<file path="config.mk">
export PLATFORM = sky130hd
export DESIGN_NAME = bsd_shadow_decode
export DESIGN_NICKNAME = d
export VERILOG_FILES = /design/src/bsd_delay_line.v /design/src/bsd_shadow_decode.v
export VERILOG_INCLUDE_DIRS = /design/src /design/src/common
export SDC_FILE = /design/constraint.sdc
export NUM_CORES = 1
export LEC_CHECK = 0
export BUFFER_PORTS_ARGS = -buffer_cell sky130_fd_sc_hd__buf_2
export CAP_MARGIN = 25
export CORE_ASPECT_RATIO = 1.5
export CORE_MARGIN = 4
export CORE_UTILIZATION = 52
export DETAILED_ROUTE_END_ITERATION = 10
export PLACE_DENSITY = 0.75
export SLEW_MARGIN = 20
export SYNTH_ARGS = -nofsm -noshare
export SYNTH_HDL_FRONTEND = slang
export SYNTH_HIERARCHICAL = 1
export SYNTH_SLANG_ARGS = --single-unit
</file>
<file path="constraint.sdc">
create_clock -name i_clk -period 4.1 [get_ports i_clk]
set_clock_uncertainty 0.1 [all_clocks]
set_input_delay 0.82 -clock i_clk [delete_from_list [all_inputs] [get_ports i_clk]]
set_output_delay 0.82 -clock i_clk [all_outputs]
set_load 0.01 [all_outputs]
</file>
<file path="src/common/bsd_consts.vh">
`ifndef BSD_CONSTS_VH
`define BSD_CONSTS_VH

// ----------------------------------------------------------------------------
// Register port addresses
// ----------------------------------------------------------------------------
`define BSD_ADDR_DRAM_TIMING 16'h4072
`define BSD_ADDR_SHADOW_CTRL 16'h6072
`define BSD_ADDR_BOUNDARY 16'hC072

// ----------------------------------------------------------------------------
// Reset values
// ----------------------------------------------------------------------------
`define BSD_RST_DRAM_TIMING 16'h0000
`define BSD_RST_SHADOW_CTRL 16'h0004
`define BSD_RST_BOUNDARY 8'h00

// ----------------------------------------------------------------------------
// Field positions, dram_nonpage_timing
// ----------------------------------------------------------------------------
`define BSD_TM_MODE_HI 14
`define BSD_TM_MODE_LO 13
`define BSD_TM_RAW 12
`define BSD_TM_WCAS_HI 11
`define BSD_TM_WCAS_LO 10
`define BSD_TM_RCAS_HI 9
`define BSD_TM_RCAS_LO 8
`define BSD_TM_HOLD_HI 6
`define BSD_TM_HOLD_LO 5
`define BSD_TM_PWE_HI 4
`define BSD_TM_PWE_LO 2
`define BSD_TM_WS_HI 1
`define BSD_TM_WS_LO 0
`define BSD_TM_MASK 16'h7F7F

// ----------------------------------------------------------------------------
// Field positions, ram_shadow_protect_ctrl
// ----------------------------------------------------------------------------
`define BSD_SC_UPPER_WP 13
`define BSD_SC_SHADOW_WP 12
`define BSD_SC_SHD_HI 9
`define BSD_SC_SHD_LO 8
`define BSD_SC_XMEM 7
`define BSD_SC_VB_HI 5
`define BSD_SC_VB_LO 4
`define BSD_SC_ROM_HI 3
`define BSD_SC_ROM_LO 2
`define BSD_SC_MOU_HI 1
`define BSD_SC_MOU_LO 0
`define BSD_SC_MASK_LP 16'hFFBF
`define BSD_SC_MASK_STD 16'hFFBC

// ----------------------------------------------------------------------------
// Chip-select codes and mode encodings
// ----------------------------------------------------------------------------
`define BSD_CS_BOOT_ROM 5'h00
`define BSD_CS_DRAM 5'h01
`define BSD_CS_NONE 5'h1F
`define BSD_NONPAGE_TIMING_MODE_ONE_WAIT 2'h0
`define BSD_NONPAGE_TIMING_MODE_ZERO_WAIT 2'h1

// ----------------------------------------------------------------------------
// Timing
// ----------------------------------------------------------------------------
`define BSD_CLK_HZ 100000000
`define BSD_BOOST_SECONDS 1
`define BSD_BOOST_CYCLES (`BSD_BOOST_SECONDS * `BSD_CLK_HZ)
`define BSD_TAP_W 6

`endif

</file>
<file path="src/bsd_delay_line.v">
`timescale 1ns/1ps
`include "bsd_consts.vh"

module bsd_delay_line (
  // Clock, reset, enable
  input wire i_clk,
  input wire i_srst,
  input wire i_clk_en,
  // Reference and strobe
  input wire i_ref_clk_14m,
  input wire i_strobe,
  // RAS request and tuned tap
  output reg o_ras,
  output reg [`BSD_TAP_W-1:0] o_tap
);

  reg ref_q;
  reg [`BSD_TAP_W-1:0] half_cnt;
  reg [`BSD_TAP_W-1:0] delay_cnt;
  wire ref_edge;

  assign ref_edge = i_ref_clk_14m ^ ref_q;

  // ----------------------------------------------------------------------------
  // Self tuning: tap is one less than the clock count of one reference half period
  // ----------------------------------------------------------------------------
  always @(posedge i_clk) begin
    if (i_srst) begin
      ref_q <= 1'b0;
      half_cnt <= {`BSD_TAP_W{1'b0}};
      o_tap <= {{(`BSD_TAP_W-1){1'b0}}, 1'b1};
    end else if (i_clk_en) begin
      ref_q <= i_ref_clk_14m;
      if (ref_edge) begin
        half_cnt <= {`BSD_TAP_W{1'b0}};
        if (half_cnt != {`BSD_TAP_W{1'b0}}) begin
          o_tap <= half_cnt;
        end
      end else if (half_cnt != {`BSD_TAP_W{1'b1}}) begin
        half_cnt <= half_cnt + {{(`BSD_TAP_W-1){1'b0}}, 1'b1};
      end
    end
  end

  // ----------------------------------------------------------------------------
  // RAS leading edge a fixed delay after the strobe goes active
  // ----------------------------------------------------------------------------
  always @(posedge i_clk) begin
    if (i_srst) begin
      delay_cnt <= {`BSD_TAP_W{1'b0}};
      o_ras <= 1'b0;
    end else if (i_clk_en) begin
      if (!i_strobe) begin
        delay_cnt <= {`BSD_TAP_W{1'b0}};
        o_ras <= 1'b0;
      end else if (delay_cnt >= o_tap) begin
        o_ras <= 1'b1;
      end else begin
        delay_cnt <= delay_cnt + {{(`BSD_TAP_W-1){1'b0}}, 1'b1};
      end
    end
  end

endmodule // bsd_delay_line

</file>
<file path="src/bsd_shadow_decode.v">
`timescale 1ns/1ps
`include "bsd_consts.vh"

module bsd_shadow_decode #(
  parameter LOW_POWER_VARIANT = 1,
  parameter [31:0] BOOST_CYCLES = `BSD_BOOST_CYCLES
) (
  // Clock, reset, enable
  input wire i_clk,
  input wire i_srst,
  input wire i_clk_en,
  // I/O register port
  input wire [15:0] i_io_addr,
  input wire i_io_wr,
  input wire i_io_rd,
  input wire [15:0] i_io_wdata,
  output reg [15:0] o_io_rdata,
  output reg o_io_rdata_valid,
  // Memory cycle request
  input wire i_mem_start,
  input wire [23:0] i_mem_addr,
  input wire i_mem_write,
  input wire i_mem_ems,
  input wire i_mem_ilv_miss,
  // Memory cycle decode
  output reg o_decode_valid,
  output reg [4:0] o_chip_sel,
  output reg [16:0] o_rom_addr,
  output reg o_isa_route,
  output reg o_write_block,
  output reg [2:0] o_wait_states,
  output reg o_row_hold_half,
  output reg [15:0] o_timing_fields,
  // DMA and bus-master timing
  input wire i_memr_active,
  input wire i_memw_active,
  input wire i_ref_clk_14m,
  output reg o_dma_ras,
  // Mouse activity
  input wire i_mouse_int12,
  input wire i_mouse_int4,
  input wire i_mouse_int3,
  input wire i_auto_speed_switch,
  output reg o_speed_boost,
  output reg o_mouse_activity
);

  reg [15:0] dram_nonpage_timing;
  reg [15:0] ram_shadow_protect_ctrl;
  reg [7:0] high_mem_protect_boundary;
  reg last_was_write;
  reg mouse_q;
  reg [31:0] boost_cnt;

  wire [1:0] nonpage_timing_mode;
  wire read_after_write_nowait;
  wire [1:0] added_wait_states;
  wire upper_protect_enable;
  wire shadow_wp;
  wire [1:0] shadow_select;
  wire spare_ram;
  wire [1:0] video_bios_size;
  wire [1:0] rom_layout_select;
  wire [1:0] mouse_wake_select;
  wire [15:0] sc_mask;
  wire ras_raw;
  wire [`BSD_TAP_W-1:0] tap_unused;

  assign nonpage_timing_mode = dram_nonpage_timing[`BSD_TM_MODE_HI:`BSD_TM_MODE_LO];
  assign read_after_write_nowait = dram_nonpage_timing[`BSD_TM_RAW];
  assign added_wait_states = dram_nonpage_timing[`BSD_TM_WS_HI:`BSD_TM_WS_LO];
  assign upper_protect_enable = ram_shadow_protect_ctrl[`BSD_SC_UPPER_WP];
  assign shadow_wp = ram_shadow_protect_ctrl[`BSD_SC_SHADOW_WP];
  assign shadow_select = ram_shadow_protect_ctrl[`BSD_SC_SHD_HI:`BSD_SC_SHD_LO];
  assign spare_ram = ram_shadow_protect_ctrl[`BSD_SC_XMEM];
  assign video_bios_size = ram_shadow_protect_ctrl[`BSD_SC_VB_HI:`BSD_SC_VB_LO];
  assign rom_layout_select = ram_shadow_protect_ctrl[`BSD_SC_ROM_HI:`BSD_SC_ROM_LO];
  assign mouse_wake_select = ram_shadow_protect_ctrl[`BSD_SC_MOU_HI:`BSD_SC_MOU_LO];
  assign sc_mask = (LOW_POWER_VARIANT != 0) ? `BSD_SC_MASK_LP : `BSD_SC_MASK_STD;

  // ----------------------------------------------------------------------------
  // Register port
  // ----------------------------------------------------------------------------
  // Timing changes on the very next cycle, so code running from shadow RAM
  // may be caught mid-change; boot code must program it from ROM.
  always @(posedge i_clk) begin
    if (i_srst) begin
      dram_nonpage_timing <= `BSD_RST_DRAM_TIMING;
      ram_shadow_protect_ctrl <= `BSD_RST_SHADOW_CTRL;
      high_mem_protect_boundary <= `BSD_RST_BOUNDARY;
      o_io_rdata <= 16'h0000;
      o_io_rdata_valid <= 1'b0;
    end else if (i_clk_en) begin
      o_io_rdata_valid <= i_io_rd;
      if (i_io_wr) begin
        case (i_io_addr)
          `BSD_ADDR_DRAM_TIMING: begin
            dram_nonpage_timing <= i_io_wdata & `BSD_TM_MASK;
          end
          `BSD_ADDR_SHADOW_CTRL: begin
            ram_shadow_protect_ctrl <= i_io_wdata & sc_mask;
          end
          `BSD_ADDR_BOUNDARY: begin
            high_mem_protect_boundary <= i_io_wdata[7:0];
          end
          default: begin
          end
        endcase
      end
      if (i_io_rd) begin
        case (i_io_addr)
          `BSD_ADDR_DRAM_TIMING: o_io_rdata <= dram_nonpage_timing;
          `BSD_ADDR_SHADOW_CTRL: o_io_rdata <= ram_shadow_protect_ctrl;
          `BSD_ADDR_BOUNDARY: o_io_rdata <= {8'h00, high_mem_protect_boundary};
          default: o_io_rdata <= 16'h0000;
        endcase
      end
    end
  end

  // ----------------------------------------------------------------------------
  // Address decode
  // ----------------------------------------------------------------------------
  reg [4:0] next_chip_sel;
  reg next_isa_route;
  reg next_write_block;
  reg [2:0] next_wait_states;
  reg low_mb;
  reg top_rom;
  reg video_hit;
  reg e_remapped;
  reg shadow_hit;
  reg [3:0] seg;

  always @* begin
    next_chip_sel = `BSD_CS_DRAM;
    next_isa_route = 1'b0;
    shadow_hit = 1'b0;
    seg = i_mem_addr[19:16];
    low_mb = (i_mem_addr[23:20] == 4'h0);
    top_rom = (i_mem_addr[23:20] == 4'hF) && (seg == 4'hF ||
              (seg == 4'hE && rom_layout_select == 2'h0));
    // Region of the video BIOS size within its segment
    video_hit = (i_mem_addr[15:14] <= video_bios_size);
    e_remapped = (shadow_select == 2'h3) ||
                 (shadow_select == 2'h0 && rom_layout_select == 2'h2);
    if (top_rom) begin
      next_chip_sel = `BSD_CS_BOOT_ROM;
    end else if (low_mb) begin
      case (seg)
        4'hC: begin
          if (shadow_select == 2'h3 && video_hit) begin
            shadow_hit = 1'b1;
          end else if (rom_layout_select == 2'h2 && video_hit) begin
            next_chip_sel = `BSD_CS_BOOT_ROM;
          end else begin
            next_chip_sel = `BSD_CS_NONE;
            next_isa_route = 1'b1;
          end
        end
        4'hD: begin
          next_chip_sel = `BSD_CS_NONE;
          next_isa_route = 1'b1;
        end
        4'hE: begin
          if (e_remapped) begin
            if (shadow_select == 2'h3 && spare_ram && i_mem_addr[15] &&
                !video_hit) begin
              next_chip_sel = `BSD_CS_DRAM;
            end else begin
              next_chip_sel = `BSD_CS_NONE;
              next_isa_route = 1'b1;
            end
          end else if (shadow_select == 2'h2) begin
            shadow_hit = 1'b1;
          end else if (rom_layout_select == 2'h0) begin
            next_chip_sel = `BSD_CS_BOOT_ROM;
          end else begin
            next_chip_sel = `BSD_CS_NONE;
            next_isa_route = 1'b1;
          end
        end
        4'hF: begin
          if (shadow_select != 2'h0) begin
            shadow_hit = 1'b1;
          end else begin
            next_chip_sel = `BSD_CS_BOOT_ROM;
          end
        end
        default: begin
          next_chip_sel = `BSD_CS_DRAM;
        end
      endcase
    end
    if (shadow_hit) begin
      next_chip_sel = `BSD_CS_DRAM;
    end
    next_write_block = i_mem_write && ((shadow_hit && shadow_wp) ||
                       (upper_protect_enable &&
                        {1'b0, i_mem_addr[23:17]} >= high_mem_protect_boundary));
    // Mode 00 never runs below one wait state
    next_wait_states = {1'b0, added_wait_states};
    if (nonpage_timing_mode == `BSD_NONPAGE_TIMING_MODE_ONE_WAIT) begin
      next_wait_states = next_wait_states + 3'h1;
    end
    if (!i_mem_write && last_was_write && !read_after_write_nowait) begin
      next_wait_states = next_wait_states + 3'h1;
    end
    if (i_mem_ems || i_mem_ilv_miss) begin
      next_wait_states = next_wait_states + 3'h1;
    end
  end

  // ----------------------------------------------------------------------------
  // Decode outputs
  // ----------------------------------------------------------------------------
  always @(posedge i_clk) begin
    if (i_srst) begin
      o_decode_valid <= 1'b0;
      o_chip_sel <= `BSD_CS_NONE;
      o_rom_addr <= 17'h00000;
      o_isa_route <= 1'b0;
      o_write_block <= 1'b0;
      o_wait_states <= 3'h0;
      o_row_hold_half <= 1'b0;
      o_timing_fields <= 16'h0000;
      last_was_write <= 1'b0;
    end else if (i_clk_en) begin
      o_decode_valid <= i_mem_start;
      o_row_hold_half <= (nonpage_timing_mode == `BSD_NONPAGE_TIMING_MODE_ZERO_WAIT);
      o_timing_fields <= dram_nonpage_timing;
      if (i_mem_start) begin
        o_chip_sel <= next_chip_sel;
        o_rom_addr <= i_mem_addr[16:0];
        o_isa_route <= next_isa_route;
        o_write_block <= next_write_block;
        o_wait_states <= next_wait_states;
        last_was_write <= i_mem_write;
      end
    end
  end

  // ----------------------------------------------------------------------------
  // DMA and bus-master RAS timing
  // ----------------------------------------------------------------------------
  bsd_delay_line u_delay (
    .i_clk(i_clk),
    .i_srst(i_srst),
    .i_clk_en(i_clk_en),
    .i_ref_clk_14m(i_ref_clk_14m),
    .i_strobe(i_memr_active | i_memw_active),
    .o_ras(ras_raw),
    .o_tap(tap_unused)
  );

  always @(posedge i_clk) begin
    if (i_srst) begin
      o_dma_ras <= 1'b0;
    end else if (i_clk_en) begin
      o_dma_ras <= ras_raw;
    end
  end

  // ----------------------------------------------------------------------------
  // Mouse activity and speed boost
  // ----------------------------------------------------------------------------
  reg mouse_now;

  always @* begin
    case (mouse_wake_select)
      2'h1: mouse_now = i_mouse_int12;
      2'h2: mouse_now = i_mouse_int4;
      2'h3: mouse_now = i_mouse_int3;
      default: mouse_now = 1'b0;
    endcase
  end

  always @(posedge i_clk) begin
    if (i_srst) begin
      mouse_q <= 1'b0;
      o_mouse_activity <= 1'b0;
      o_speed_boost <= 1'b0;
      boost_cnt <= 32'h00000000;
    end else if (i_clk_en) begin
      mouse_q <= mouse_now;
      o_mouse_activity <= mouse_now && !mouse_q;
      if (mouse_now && !mouse_q && i_auto_speed_switch) begin
        boost_cnt <= BOOST_CYCLES;
        o_speed_boost <= 1'b1;
      end else if (boost_cnt > 32'h00000001) begin
        boost_cnt <= boost_cnt - 32'h00000001;
      end else begin
        boost_cnt <= 32'h00000000;
        o_speed_boost <= 1'b0;
      end
    end
  end

endmodule // bsd_shadow_decode

</file>
==> results.md <==
Die:
- The die outline height is ~150 um.
- The initial utilization of the core area, before any placement, comes to 0.535.
- The area of the die is 16000 um^2.
- The core footprint is around 14000 um^2.
- approximately 140 I/O pins were placed.
- The die width is roughly 100 um.
- The initialized floorplan defines 52 standard-cell rows.

Clocking:
- The number of hold buffers added after CTS is 0.
- The later pin in the worst-skew pair is clocked with a latency of between 400 and 500 ps.
- Counting the buffers created by CTS gives 17.
- The number of buffers added for setup after CTS is 0.
- In this run the deepest clock path goes through 2 buffers.
- The TritonCTS clock tree is done.
- The tree built by TritonCTS fans out to 151 sinks.
- Once the clock tree was built, the resizer swapped 0 gates to a different size.
- The clock-pin transition on the worst setup and hold timing paths is 60 ps.
- The number of levels in the clock H-tree is 4.
- CTS placed an instance of clkbuf_16 at the clock tree root.

Finish:
- The final design utilization is 0.635.
- The net count reported at finish is around 1000.
- Relative to the synthesized area, the layout overhead comes to 18.9%.
- The filler cells instantiated in the layout total between 1000 and 1500.
- After the flow finishes, the layout carries non-filler instances totaling approximately 1100.
- The proportion of layout cells with a drive suffix above 1 is 0.217.
- The number of antenna diodes in the final layout is 0.

Timing:
- For the final routed database, the setup TNS stands at 0 ps.
- The worst path meets setup with between 1000 and 1500 ps of slack.
- The relative slew slack is 0.313.
- The max-slew violation count came to 0.
- The highest clock frequency the design can meet is between 300 and 400 MHz.
- The transition time at the pin with the least slew margin is between 1000 and 1500 ps.
- Dividing the final minimum period by the clock period gives 0.691.
- For the finished layout, the period the worst path requires is between 2000 and 3000 ps.
- The count of final hold-check violations is 0.
- The count of endpoints failing setup in the final report is 0.
- Setup repair after global routing left no endpoint under its margin.

Pwr:
- The design draws 4.90 mW.
- VDD sags by at most around 330 uV.
- The analysis attributes to cell leakage a power of between 3 and 4 nW.
- Dividing total power by cell area gives a power density of roughly 570 nW/um^2.

Worst hold path:
- The worst hold path belongs to the class flip-flop to flip-flop.

Critical path:
- The highest net fanout along the worst path is 26.
- The critical path in this run is classified as input pin to flip-flop.
- The worst path required time is 4360 ps.
- The worst setup path is launched from an input pin.
- STA puts the critical path data arrival time at 3090 ps.
- The worst setup path is captured at a flip-flop.

Synthesis:
- The synthesized area divided by synthesized cell count is around 9 um^2.
- Yosys attributes the largest share of cell area to dfxtp_1 42%, mux2i_1 7.7%, nor2_1 6.2%, nand2_1 4.4%, ha_1 4.0%.
- The synthesized flop and latch total is 151.
- The share of synthesized area in the top cell type comes to 0.416.
- The cell area after synthesis is around 7300 um^2.
- The cell taking the most area after synthesis is dfxtp_1.
- Yosys mapped a number of flops with a built-in enable equal to 0.
- The netlist uses between 70 and 80 different library cells.
- Of all flip-flops after synthesis, the portion carrying an async set or reset was 0.
- The predominant post-synthesis flop cell is dfxtp_1.
- Synthesis handed over a netlist of 820 instances.
- For this run, the register share of the synthesized area comes to 0.416.
- The count of yosys warnings during synthesis is 6.

Route:
- Dividing the detail-routed via count by the number of cells gives roughly 5.6.
- The count of routing violations after the opening detailed-route iteration is between 200 and 300.
- The first TritonRoute pass finished after 5 iterations.
- The wire length per cell after detailed routing is between 15 and 20 um.
- The number of routed nets with antenna violations is 0.
- The routed design has 18400 um of wire.
- After detailed routing, the number of remaining DRC violations is 0.
- The detailed-route via count is around 6300.

Global routing:
- The global route total overflow is 0.
- In the global route stage, overall resource usage came out at 0.231.
- The first global-routing pass estimated approximately 30000 um of wire.
- The initial antenna violation count is 0.
- The number of global-route vias before repair was between 6000 and 7000.
- The maximum number of pins on one net before global-route repair is between 50 and 60.

Placed design:
- The count of input and output buffers is between 100 and 150.
- The wire-length estimate of the detail-placed layout is around 13000 um.
- Once placement completed, the tool counted placed cells totaling between 1000 and 1500.
- The worst setup slack after placement is 862 ps.
- The global placer's final weighted congestion is slightly below 0.9.

Status:
- The run finished with clean final reports.

Flow run:
- The number of max-cap violations is 0.
## worst max-delay path, cell delays in order
cell and delay [ps]:
buf_2 530, nand2_1 450, nor2_1 440, nor4b_2 630, a32oi_1 100, nand2_1 110
## metal layers
metal  wire length (um)  GRT usage  vias to the layer above
met5                  0          0                        -
met3                943     0.0409                       23
met4                283     0.0691                        0
met1               7430      0.265                     2929
li1                   -          -                     3143
met2               9740      0.432                      182
## flip-flops by register name (all words and copies together) (netlist names)
register / count
boost_cnt: 32
o_rom_addr: 17
o_io_rdata: 16
ram_shadow_protect_ctrl: 15
dram_nonpage_timing: 14
o_timing_fields: 14
high_mem_protect_boundary: 8
u_delay/delay_cnt: 6
u_delay/half_cnt: 6
u_delay/o_tap: 6
o_wait_states: 3
o_chip_sel: 2
last_was_write: 1
mouse_q: 1
o_decode_valid: 1
o_dma_ras: 1
o_io_rdata_valid: 1
o_isa_route: 1
o_mouse_activity: 1
o_row_hold_half: 1
o_speed_boost: 1
o_write_block: 1
u_delay/o_ras: 1
u_delay/ref_q: 1
## kinds of logic (layout without fill, tap and decap cells)
family / Yosys count / in the layout / synth area share
other cells: 1 / 2 / 0.000516
mux: 67 / 67 / 0.0941
simple gates: 347 / 347 / 0.247
xor+xnor: 30 / 30 / 0.0380
flops: 151 / 151 / 0.416
fa+ha+maj: 23 / 23 / 0.0396
compound gates: 128 / 128 / 0.119
buf+inv: 73 / 202 / 0.0458
## cell usage after synthesis, types with 11 or more instances
master,n
dfxtp_1,151
nor2_1,120
nand2_1,86
mux2i_1,56
a21oi_1,41
clkbuf_1,30
nor3_1,28
inv_1,26
ha_1,23
nand3_1,20
xnor2_1,18
a31oi_1,16
o21ai_0,15
mux2_2,11
xor2_1,11
## where the power goes
| part | internal [mW] | switching, mW |
|---|---|---|
| logic | 0.536 | 0.844 |
| registers | 1.63 | 0.177 |
| clock network | 1.08 | 0.634 |
| total | 3.25 | 1.66 |
## cell type report
type / instances / area, um^2 / share of cell area
tap: 162 / 203 / 0.0235
multi-input combinational: 597 / 3920 / 0.454
sequential: 151 / 3020 / 0.350
clock buffer: 17 / 425 / 0.0492
clock inverter: 15 / 224 / 0.0259
inverter: 27 / 101 / 0.0117
timing repair buffer: 143 / 741 / 0.0857
## cells in the final DEF, fill, tap and decap left out, drive strengths merged, types with 7 or more instances in the layout
cell type / count
dfxtp: 151
buf: 143
nor2: 120
nand2: 87
mux2i: 56
a21oi: 42
nor3: 30
inv: 29
ha: 23
nand3: 21
xnor2: 18
clkbuf: 17
a31oi: 16
o21ai: 15
nor4: 15
mux2: 11
xor2: 11
nand4: 11
or4: 11
a221oi: 9
nand2b: 8
and2: 7
## worst paths after layout
| kind | start | endpoint | depth (start not counted) | slack [ps] |
|---|---|---|---|---|
| worst max-delay path | i_clk_en | o_io_rdata[12] | 6 | 1270 |
| worst min-delay path | o_rom_addr[3] | o_rom_addr[3] | 2 | 350 |
| worst max register to register | boost_cnt[3] | boost_cnt[29] | 5 | 1460 |
| worst min register to register | o_rom_addr[3] | o_rom_addr[3] | 2 | 350 |
## metrics by stage
stage	area [um^2]	hold slack, ps
finish	8640	350
global route	8640	365
CTS	8640	352
detailed placement	7990	343
global placement	7990	338
floorplan	7270	332
No activity file was read; power rests on OpenSTA's default activity.
